--- config.mk ---
export PLATFORM = sky130hd
export DESIGN_NAME = rfd_decoder
export DESIGN_NICKNAME = d
export VERILOG_FILES = /design/src/rfd_opmap.v /design/src/rfd_decoder.v
export VERILOG_INCLUDE_DIRS = /design/src
export SDC_FILE = /design/constraint.sdc
export NUM_CORES = 1
export LEC_CHECK = 0
export ABC_AREA = 0
export BUFFER_PORTS_ARGS = -buffer_cell sky130_fd_sc_hd__buf_2
export CAP_MARGIN = 20
export CORE_MARGIN = 2
export CORE_UTILIZATION = 43
export CTS_BUF_LIST = sky130_fd_sc_hd__clkbuf_4 sky130_fd_sc_hd__clkbuf_8
export DETAILED_ROUTE_END_ITERATION = 6
export PLACE_DENSITY = 0.67
export SLEW_MARGIN = 25
export SYNTH_ARGS = -nofsm -noshare
export SYNTH_HDL_FRONTEND = slang
export SYNTH_HIERARCHICAL = 1
export SYNTH_SLANG_ARGS = --single-unit
--- constraint.sdc ---
create_clock -name ref_clk -period 1.5 [get_ports ref_clk]
set_input_delay 0.45 -clock ref_clk [delete_from_list [all_inputs] [get_ports ref_clk]]
set_output_delay 0.45 -clock ref_clk [all_outputs]
set_load 0.005 [all_outputs]
--- src/rfd_defines.vh ---
// Constants of the 16-bit instruction format decoder.
// Assumes one core clock; included by rfd_decoder.v and rfd_opmap.v.
`ifndef RFD_DEFINES_VH
`define RFD_DEFINES_VH

// ****************************************
// Widths
// ****************************************
`define RFD_IW 16
`define RFD_AW 32

// ****************************************
// Format codes
// ****************************************
`define RFD_F_ZERO 4'h0
`define RFD_F_N 4'h1
`define RFD_F_M 4'h2
`define RFD_F_NM 4'h3
`define RFD_F_MD 4'h4
`define RFD_F_ND4 4'h5
`define RFD_F_NMD 4'h6
`define RFD_F_D 4'h7
`define RFD_F_D12 4'h8
`define RFD_F_ND8 4'h9
`define RFD_F_I 4'ha
`define RFD_F_NI 4'hb

// ****************************************
// Operand addressing modes
// ****************************************
`define RFD_A_NONE 4'h0
`define RFD_A_DIRECT 4'h1
`define RFD_A_IND 4'h2
`define RFD_A_POSTINC 4'h3
`define RFD_A_PREDEC 4'h4
`define RFD_A_INDEXED 4'h5
`define RFD_A_BASEDISP 4'h6
`define RFD_A_PCREL 4'h7
`define RFD_A_GBRDISP 4'h8
`define RFD_A_GBRINDEX 4'h9
`define RFD_A_CTRLREG 4'ha
`define RFD_A_ACCUM 4'hb
`define RFD_A_IMM 4'hc

// ****************************************
// Immediate extension kinds
// ****************************************
`define RFD_X_ZERO 2'h0
`define RFD_X_SIGN 2'h1
`define RFD_X_TRAP 2'h2

// ****************************************
// Reset values
// ****************************************
`define RFD_RST_WORD 32'h0000_0000
`define RFD_RST_IDX 4'h0

`endif

--- src/rfd_opmap.v ---
// Opcode class map: turns opcode bits into format and operand modes.
// Assumes a purely combinational use by rfd_decoder.
`timescale 1ns/100ps
`include "rfd_defines.vh"
module rfd_opmap
(
   // Instruction word
   input wire [15:0] instr,
   // Classification
   output reg [3:0] fmt,
   output reg [3:0] src_mode,
   output reg [3:0] dst_mode,
   output reg [1:0] imm_ext
);

// ****************************************
// Class decode
// ****************************************
// Same field layout means different operands per opcode, so the
// top nibble and the tail nibble (bits 11..8 under 8 and c) pick the meaning together
always @*
begin
   fmt = `RFD_F_ZERO;
   src_mode = `RFD_A_NONE;
   dst_mode = `RFD_A_NONE;
   imm_ext = `RFD_X_ZERO;
   case (instr[15:12])
      4'h0:
      begin
         case (instr[3:0])
            4'h2, 4'ha:
            begin
               fmt = `RFD_F_N;
               src_mode = `RFD_A_CTRLREG;
               dst_mode = `RFD_A_DIRECT;
            end
            4'h3:
            begin
               fmt = `RFD_F_M;
               src_mode = `RFD_A_PCREL;
            end
            4'h4, 4'h5, 4'h6:
            begin
               fmt = `RFD_F_NM;
               src_mode = `RFD_A_DIRECT;
               dst_mode = `RFD_A_INDEXED;
            end
            4'hc, 4'hd, 4'he:
            begin
               fmt = `RFD_F_NM;
               src_mode = `RFD_A_INDEXED;
               dst_mode = `RFD_A_DIRECT;
            end
            4'h7:
            begin
               fmt = `RFD_F_NM;
               src_mode = `RFD_A_DIRECT;
               dst_mode = `RFD_A_DIRECT;
            end
            4'hf:
            begin
               fmt = `RFD_F_NM;
               src_mode = `RFD_A_POSTINC;
               dst_mode = `RFD_A_ACCUM;
            end
            default:
               fmt = `RFD_F_ZERO;
         endcase
      end
      4'h1:
      begin
         fmt = `RFD_F_NMD;
         src_mode = `RFD_A_DIRECT;
         dst_mode = `RFD_A_BASEDISP;
      end
      4'h2, 4'h3, 4'h6:
      begin
         fmt = `RFD_F_NM;
         src_mode = `RFD_A_DIRECT;
         dst_mode = `RFD_A_DIRECT;
         if (instr[15:12] == 4'h2 && instr[3:2] == 2'h0 &&
            instr[1:0] != 2'h3)
            dst_mode = `RFD_A_IND;
         if (instr[15:12] == 4'h2 && instr[3:2] == 2'h1 &&
            instr[1:0] != 2'h3)
            dst_mode = `RFD_A_PREDEC;
         if (instr[15:12] == 4'h6 && instr[3:2] == 2'h0 &&
            instr[1:0] != 2'h3)
            src_mode = `RFD_A_IND;
         if (instr[15:12] == 4'h6 && instr[3:2] == 2'h1 &&
            instr[1:0] != 2'h3)
            src_mode = `RFD_A_POSTINC;
      end
      4'h4:
      begin
         case (instr[3:0])
            4'h2, 4'h3:
            begin
               fmt = `RFD_F_N;
               src_mode = `RFD_A_CTRLREG;
               dst_mode = `RFD_A_PREDEC;
            end
            4'h6, 4'h7:
            begin
               fmt = `RFD_F_M;
               src_mode = `RFD_A_POSTINC;
               dst_mode = `RFD_A_CTRLREG;
            end
            4'ha, 4'he:
            begin
               fmt = `RFD_F_M;
               src_mode = `RFD_A_DIRECT;
               dst_mode = `RFD_A_CTRLREG;
            end
            4'hb:
            begin
               fmt = `RFD_F_M;
               src_mode = `RFD_A_DIRECT;
            end
            4'hf:
            begin
               fmt = `RFD_F_NM;
               src_mode = `RFD_A_POSTINC;
               dst_mode = `RFD_A_ACCUM;
            end
            default:
            begin
               fmt = `RFD_F_N;
               dst_mode = `RFD_A_DIRECT;
            end
         endcase
      end
      4'h5:
      begin
         fmt = `RFD_F_NMD;
         src_mode = `RFD_A_BASEDISP;
         dst_mode = `RFD_A_DIRECT;
      end
      4'h7, 4'he:
      begin
         fmt = `RFD_F_NI;
         src_mode = `RFD_A_IMM;
         dst_mode = `RFD_A_DIRECT;
         imm_ext = `RFD_X_SIGN;
      end
      4'h8:
      begin
         case (instr[11:8])
            4'h0, 4'h1:
            begin
               fmt = `RFD_F_ND4;
               src_mode = `RFD_A_DIRECT;
               dst_mode = `RFD_A_BASEDISP;
            end
            4'h4, 4'h5:
            begin
               fmt = `RFD_F_MD;
               src_mode = `RFD_A_BASEDISP;
               dst_mode = `RFD_A_DIRECT;
            end
            4'h8:
            begin
               fmt = `RFD_F_I;
               src_mode = `RFD_A_IMM;
               dst_mode = `RFD_A_DIRECT;
               imm_ext = `RFD_X_SIGN;
            end
            default:
            begin
               fmt = `RFD_F_D;
               src_mode = `RFD_A_PCREL;
            end
         endcase
      end
      4'h9, 4'hd:
      begin
         fmt = `RFD_F_ND8;
         src_mode = `RFD_A_PCREL;
         dst_mode = `RFD_A_DIRECT;
      end
      4'ha, 4'hb:
      begin
         fmt = `RFD_F_D12;
         src_mode = `RFD_A_PCREL;
      end
      4'hc:
      begin
         case (instr[11:8])
            4'h0, 4'h1, 4'h2:
            begin
               fmt = `RFD_F_D;
               src_mode = `RFD_A_DIRECT;
               dst_mode = `RFD_A_GBRDISP;
            end
            4'h4, 4'h5, 4'h6:
            begin
               fmt = `RFD_F_D;
               src_mode = `RFD_A_GBRDISP;
               dst_mode = `RFD_A_DIRECT;
            end
            4'h7:
            begin
               fmt = `RFD_F_D;
               src_mode = `RFD_A_PCREL;
               dst_mode = `RFD_A_DIRECT;
            end
            4'h3:
            begin
               fmt = `RFD_F_I;
               src_mode = `RFD_A_IMM;
               imm_ext = `RFD_X_TRAP;
            end
            4'h8, 4'h9, 4'ha, 4'hb:
            begin
               fmt = `RFD_F_I;
               src_mode = `RFD_A_IMM;
               dst_mode = `RFD_A_DIRECT;
               imm_ext = `RFD_X_ZERO;
            end
            default:
            begin
               fmt = `RFD_F_I;
               src_mode = `RFD_A_IMM;
               dst_mode = `RFD_A_GBRINDEX;
               imm_ext = `RFD_X_ZERO;
            end
         endcase
      end
      default:
         fmt = `RFD_F_ZERO;
   endcase
end

endmodule

--- src/rfd_decoder.v ---
// Top of the 16-bit instruction format decoder: field extraction,
// immediate extension and target/address arithmetic, all registered.
// Assumes fetch and register file sit on ref_clk; register values
// for the word in fetch_instr are presented in the same cycle.
`timescale 1ns/100ps
`include "rfd_defines.vh"
module rfd_decoder
(
   // Clock and reset
   input wire ref_clk,
   input wire arst_n,
   // Fetch side
   input wire fetch_valid,
   input wire [15:0] fetch_instr,
   input wire [31:0] fetch_pc,
   // Register file read values
   input wire [31:0] src_reg_value,
   input wire [31:0] dst_reg_value,
   input wire [31:0] register_zero_value,
   // Decoded word
   output reg dec_valid_q,
   output reg [3:0] dec_format_q,
   output reg [3:0] src_reg_field_q,
   output reg [3:0] dest_reg_field_q,
   output reg [3:0] src_mode_q,
   output reg [3:0] dst_mode_q,
   output reg [11:0] disp_q,
   output reg [31:0] imm_ext_q,
   // Side effects of the operands
   output reg src_post_inc_q,
   output reg dst_pre_dec_q,
   output reg result_to_accum_q,
   // Computed addresses
   output reg [31:0] branch_target_q,
   output reg branch_target_valid_q,
   output reg [31:0] index_addr_q,
   output reg index_addr_valid_q
);

// ****************************************
// Helpers
// ****************************************
// Sign-extend a 12-bit field to the address width
function [31:0] sext12;
   input [11:0] v;
   begin
      sext12 = {{20{v[11]}}, v};
   end
endfunction

// Doubled displacement added to the program counter
function [31:0] pc_plus2x;
   input [31:0] pc;
   input [31:0] d;
   begin
      pc_plus2x = pc + {d[30:0], 1'b0};
   end
endfunction

// ****************************************
// Opcode classification
// ****************************************
wire [3:0] fmt_w;
wire [3:0] src_mode_w;
wire [3:0] dst_mode_w;
wire [1:0] imm_kind_w;

rfd_opmap u_opmap
(
   .instr(fetch_instr),
   .fmt(fmt_w),
   .src_mode(src_mode_w),
   .dst_mode(dst_mode_w),
   .imm_ext(imm_kind_w)
);

// ****************************************
// Field extraction
// ****************************************
reg [3:0] src_idx_d;
reg [3:0] dst_idx_d;
reg [11:0] disp_d;
reg [31:0] imm_d;

// Register indices and offset placed by format
always @*
begin
   src_idx_d = `RFD_RST_IDX;
   dst_idx_d = `RFD_RST_IDX;
   disp_d = 12'h000;
   case (fmt_w)
      `RFD_F_N:
         dst_idx_d = fetch_instr[11:8];
      `RFD_F_M:
         src_idx_d = fetch_instr[11:8];
      `RFD_F_NM:
      begin
         dst_idx_d = fetch_instr[11:8];
         src_idx_d = fetch_instr[7:4];
      end
      `RFD_F_MD:
      begin
         src_idx_d = fetch_instr[7:4];
         disp_d = {8'h00, fetch_instr[3:0]};
      end
      `RFD_F_ND4:
      begin
         dst_idx_d = fetch_instr[7:4];
         disp_d = {8'h00, fetch_instr[3:0]};
      end
      `RFD_F_NMD:
      begin
         dst_idx_d = fetch_instr[11:8];
         src_idx_d = fetch_instr[7:4];
         disp_d = {8'h00, fetch_instr[3:0]};
      end
      `RFD_F_D:
         disp_d = {4'h0, fetch_instr[7:0]};
      `RFD_F_D12:
         disp_d = fetch_instr[11:0];
      `RFD_F_ND8:
      begin
         dst_idx_d = fetch_instr[11:8];
         disp_d = {4'h0, fetch_instr[7:0]};
      end
      `RFD_F_NI:
         dst_idx_d = fetch_instr[11:8];
      default:
         disp_d = 12'h000;
   endcase
   // Fixed register zero wherever the format names no destination
   // field but the operand is a direct register
   if ((fmt_w == `RFD_F_MD || fmt_w == `RFD_F_D || fmt_w == `RFD_F_I)
      && dst_mode_w == `RFD_A_DIRECT)
      dst_idx_d = `RFD_RST_IDX;
   if ((fmt_w == `RFD_F_ND4 || fmt_w == `RFD_F_D)
      && src_mode_w == `RFD_A_DIRECT)
      src_idx_d = `RFD_RST_IDX;
end

// Immediate data, never a register index
always @*
begin
   case (imm_kind_w)
      `RFD_X_SIGN:
         imm_d = {{24{fetch_instr[7]}}, fetch_instr[7:0]};
      `RFD_X_TRAP:
         imm_d = {22'h000000, fetch_instr[7:0], 2'h0};
      default:
         imm_d = {24'h000000, fetch_instr[7:0]};
   endcase
   if (src_mode_w != `RFD_A_IMM)
      imm_d = `RFD_RST_WORD;
end

// ****************************************
// Address arithmetic
// ****************************************
reg [31:0] target_d;
reg target_ok_d;
wire [31:0] index_addr_d;

// Branch targets; a data reference through the pc yields none here
always @*
begin
   target_d = `RFD_RST_WORD;
   target_ok_d = 1'b0;
   if (fmt_w == `RFD_F_D12)
   begin
      target_d = pc_plus2x(fetch_pc, sext12(disp_d));
      target_ok_d = 1'b1;
   end
   else if (fmt_w == `RFD_F_D && src_mode_w == `RFD_A_PCREL &&
      dst_mode_w == `RFD_A_NONE)
   begin
      target_d = pc_plus2x(fetch_pc,
         sext12({{4{disp_d[7]}}, disp_d[7:0]}));
      target_ok_d = 1'b1;
   end
   else if (fmt_w == `RFD_F_M && src_mode_w == `RFD_A_PCREL)
   begin
      target_d = fetch_pc + src_reg_value;
      target_ok_d = 1'b1;
   end
end

// Indexed store address uses register zero plus destination
assign index_addr_d = register_zero_value + dst_reg_value;

// ****************************************
// Output register
// ****************************************
// One cycle of latency; a bubble clears the qualifier flags so no
// stale side effect is seen downstream
always @(posedge ref_clk or negedge arst_n)
begin
   if (!arst_n)
   begin
      dec_valid_q <= 1'b0;
      dec_format_q <= `RFD_F_ZERO;
      src_reg_field_q <= `RFD_RST_IDX;
      dest_reg_field_q <= `RFD_RST_IDX;
      src_mode_q <= `RFD_A_NONE;
      dst_mode_q <= `RFD_A_NONE;
      disp_q <= 12'h000;
      imm_ext_q <= `RFD_RST_WORD;
      src_post_inc_q <= 1'b0;
      dst_pre_dec_q <= 1'b0;
      result_to_accum_q <= 1'b0;
      branch_target_q <= `RFD_RST_WORD;
      branch_target_valid_q <= 1'b0;
      index_addr_q <= `RFD_RST_WORD;
      index_addr_valid_q <= 1'b0;
   end
   else
   begin
      dec_valid_q <= fetch_valid;
      dec_format_q <= fmt_w;
      src_reg_field_q <= src_idx_d;
      dest_reg_field_q <= dst_idx_d;
      src_mode_q <= src_mode_w;
      dst_mode_q <= dst_mode_w;
      disp_q <= disp_d;
      imm_ext_q <= imm_d;
      // Read at the register, then bump it
      src_post_inc_q <= fetch_valid &&
         src_mode_w == `RFD_A_POSTINC;
      dst_pre_dec_q <= fetch_valid && dst_mode_w == `RFD_A_PREDEC;
      result_to_accum_q <= fetch_valid &&
         dst_mode_w == `RFD_A_ACCUM;
      branch_target_q <= target_d;
      branch_target_valid_q <= fetch_valid && target_ok_d;
      index_addr_q <= index_addr_d;
      index_addr_valid_q <= fetch_valid &&
         dst_mode_w == `RFD_A_INDEXED;
   end
end

endmodule

==> flow_metrics.tcl <==
set metrics [dict create \
    status "finished, violations left" \
    violations "negative setup slack" \
    path_clk_slew_ns 0.08 \
    first_iter_violations 1107 \
    placementRows 57 \
    cp_data_required_time_ns 1.81 \
    placed_area_mm2 0.01586 \
    nets 2253 \
    final_util_pct 79.37 \
    rsz0062_at_grt "true" \
    final_common_cell "buf_4" \
    p_leak_nw 9.536 \
    hold_viol_final 0 \
    fmax_mhz 243.4 \
    routedWlPerCell_um 19.93 \
    ys.flop_type "dfrtp_1" \
    hpwl_um 31600 \
    synth-seq-cells 113 \
    floorplan.initialDensity_pct 43.59 \
    synth_area_per_cell_um2 8.753 \
    area.growth.synth_to_final_pct 82.09 \
    arrival_ns 4.42 \
    cts_root_buf "clkbuf_8" \
    layout_common_cells "buf_4 (447), buf_2 (245), dfrtp_1 (112), buf_6 (108), ha_1 (79)" \
    cts_sinks 113 \
    crit_type "in -> reg" \
    power.density_mw_per_mm2 666.4 \
    holdPathStages 2 \
    ioPinCount 281 \
    peakVddDrop_mv 0.4824 \
    vias_per_cell 5.765 \
    setup_viol 119 \
    cp-end-kind "flop" \
    synth_fp_nets 1470 \
    seq_area_frac_synth_pct 26.83 \
    numCtsBuffers 17 \
    drc 0 \
    yosysTopAreaCellShare_pct 26.83 \
    synthArstFlopShare_pct 100.0 \
    diodes 0 \
    antenna_found_initial 0 \
    yosysWarnings 6 \
    tns_ns -105.88 \
    core_mm2 0.02418 \
    design_area_mm2 0.01919 \
    grt_pass1_wl_um 64660 \
    h-tree-depth 4 \
    synthCells 1204 \
    period_share_pct 273.9 \
    drive_gt1_share_pct 57.60 \
    synth_top_cell_by_area "dfrtp_1" \
    worstPathMaxFanout 5 \
    preCtsSetupSlack_ns -2.978 \
    drtAntennaViolNets 0 \
    die_width_um 160.6 \
    setup_slack_ns -2.609 \
    power.total_mw 12.79 \
    firstDrtPassIters 6 \
    die_h_um 160.6 \
    yosysUniqueCellTypes 98 \
    routed_wl_um 46330 \
    die_area_mm2 0.02578 \
    gp_congestion 0.9373 \
    grt_max_degree 38 \
    grt_overflow 0 \
    synthTopCellsByArea "dfrtp_1 (27%), ha_1 (14%), a21oi_1 (4.7%), xnor2_1 (4.5%), a21o_1 (4.1%)" \
    fillers 1526 \
    worstMarginPinSlew_ns 0.6112 \
    synth_edf_count 0 \
    crit_path_start_kind "input pin" \
    final_max_slew_viol_count 0 \
    grt_pass1_vias 12820 \
    hold_path.class "in -> reg" \
    vias 13400 \
    cts_tree "built" \
    synth_area_mm2 0.01054 \
    grt_usage_pct 31.25 \
    slew_headroom_pct 59.21 \
    maxCapViolCount 0 \
    port_buffers 280 \
    cts_buffer_depth 2 \
    period_minus_slack_ns 4.109 \
]
==> synthesized netlist by cell type, types with 4 or more instances <==
cell type	instances
o221ai_1	7
a211oi_1	22
xor2_1	45
nand2_1	72
clkbuf_1	24
ha_1	116
and2_1	17
nor3_1	26
nand4_1	16
a22o_1	12
a41oi_1	4
o22ai_1	7
a31oi_1	17
a21oi_1	100
o21ai_0	67
buf_2	5
a221o_1	4
o31ai_1	6
a22oi_1	15
dfrtp_1	113
a221oi_1	5
nand3_1	31
or3_1	7
or4_1	4
and4_1	5
buf_4	28
o21a_1	13
xnor2_1	54
a21o_1	57
o21bai_1	15
nor2b_1	24
and3_1	10
nor2_1	71
nand2b_1	28
o21ai_1	7
o211ai_1	14
nor4_1	6
a211o_1	7
inv_1	31
a311oi_1	6
==> power by group <==
part	switching, mW	internal [mW]
Sequential	0.0961	3.33
Clock	1.52	1.68
Combinational	2.99	3.17
==> state kept, by name, summed over array words and instances, names as in the netlist <==
name,flops
dst_mode_q,4
index_addr_q,32
imm_ext_q,11
disp_q,12
dest_reg_field_q,4
src_mode_q,4
dst_pre_dec_q,1
dec_valid_q,1
result_to_accum_q,1
dec_format_q,4
src_post_inc_q,1
branch_target_q,32
src_reg_field_q,4
index_addr_valid_q,1
branch_target_valid_q,1
==> worst paths after layout <==
kind / from / endpoint / slack (ns)
min in group asynchronous: arst_n / index_addr_q[18]$_DFF_PN0_ / 0.39
worst max-delay path: fetch_instr[10] / branch_target_q[26]$_DFF_PN0_ / -2.61
max in group asynchronous: arst_n / disp_q[8]$_DFF_PN0_ / 0.65
worst min-delay path: register_zero_value[0] / index_addr_q[0]$_DFF_PN0_ / 0.22
==> area by class of cell <==
| cell class | count | area (um^2) | share of cell area (%) |
|---|---|---|---|
| clock inverter | 14 | 176.4 | 0.9193 |
| sequential | 113 | 2829 | 14.74 |
| timing repair buffer | 824 | 6218 | 32.41 |
| inverter | 32 | 126.4 | 0.6585 |
| tap | 324 | 405.4 | 2.113 |
| clock buffer | 18 | 241.5 | 1.258 |
| multi-input combinational | 999 | 9193 | 47.90 |
==> kinds of logic (layout without fill, tap and decap cells) <==
logic type / after synthesis / in the layout / synth area share [%]
AOI/OAI and AO/OA: 431 / 431 / 28.27
and+or+nand+nor: 347 / 347 / 17.52
adders and majority gates: 119 / 119 / 14.34
DFF: 113 / 113 / 26.83
xor gates and xnor gates: 99 / 99 / 8.227
buffers and inverters: 92 / 888 / 4.511
muxes: 3 / 3 / 0.2968
==> per-stage QoR <==
step | instances | hold slack [ns]
final | 2324 | 0.2179
after global routing | 2324 | 0.1985
after CTS | 2266 | 0.1925
after detailed placement | 2189 | 0.3066
after global placement | 2189 | 0.3075
after floorplan | 1204 | 0.1544
==> worst max-delay path, cell delays in order <==
cell and delay (ns):
buf_12 0.11, nor4b_4 0.35, buf_4 0.18, a32oi_2 0.06
nand2_2 0.14, or3b_4 0.41, nand2_2 0.09, nand2_2 0.07
clkinvlp_4 0.16, clkbuf_16 0.17, ha_4 0.20, a21oi_2 0.16
o21a_1 0.18, or4b_4 0.51, o211ai_4 0.28, o2111a_2 0.34
nor2_2 0.05, xor2_1 0.14, a22oi_1 0.24, o21ai_1 0.11
==> layer usage <==
layer | track usage (%) | part of all wire [%]
met3 | 4.726 | 5.8
met5 | 0 | 0
met2 | 55.37 | 50
met1 | 38.15 | 39
met4 | 12.33 | 5.0
==> what timing repair did <==
item,4_1_cts,5_1_grt
hold buffers,1,0
gates cloned,1,1
gates resized for setup,237,206
buffers inserted,46,66
endpoints found under the setup margin,117,118
pin swaps,127,117
hold endpoints to repair,6,0
Power figures use the tool's default switching activity.
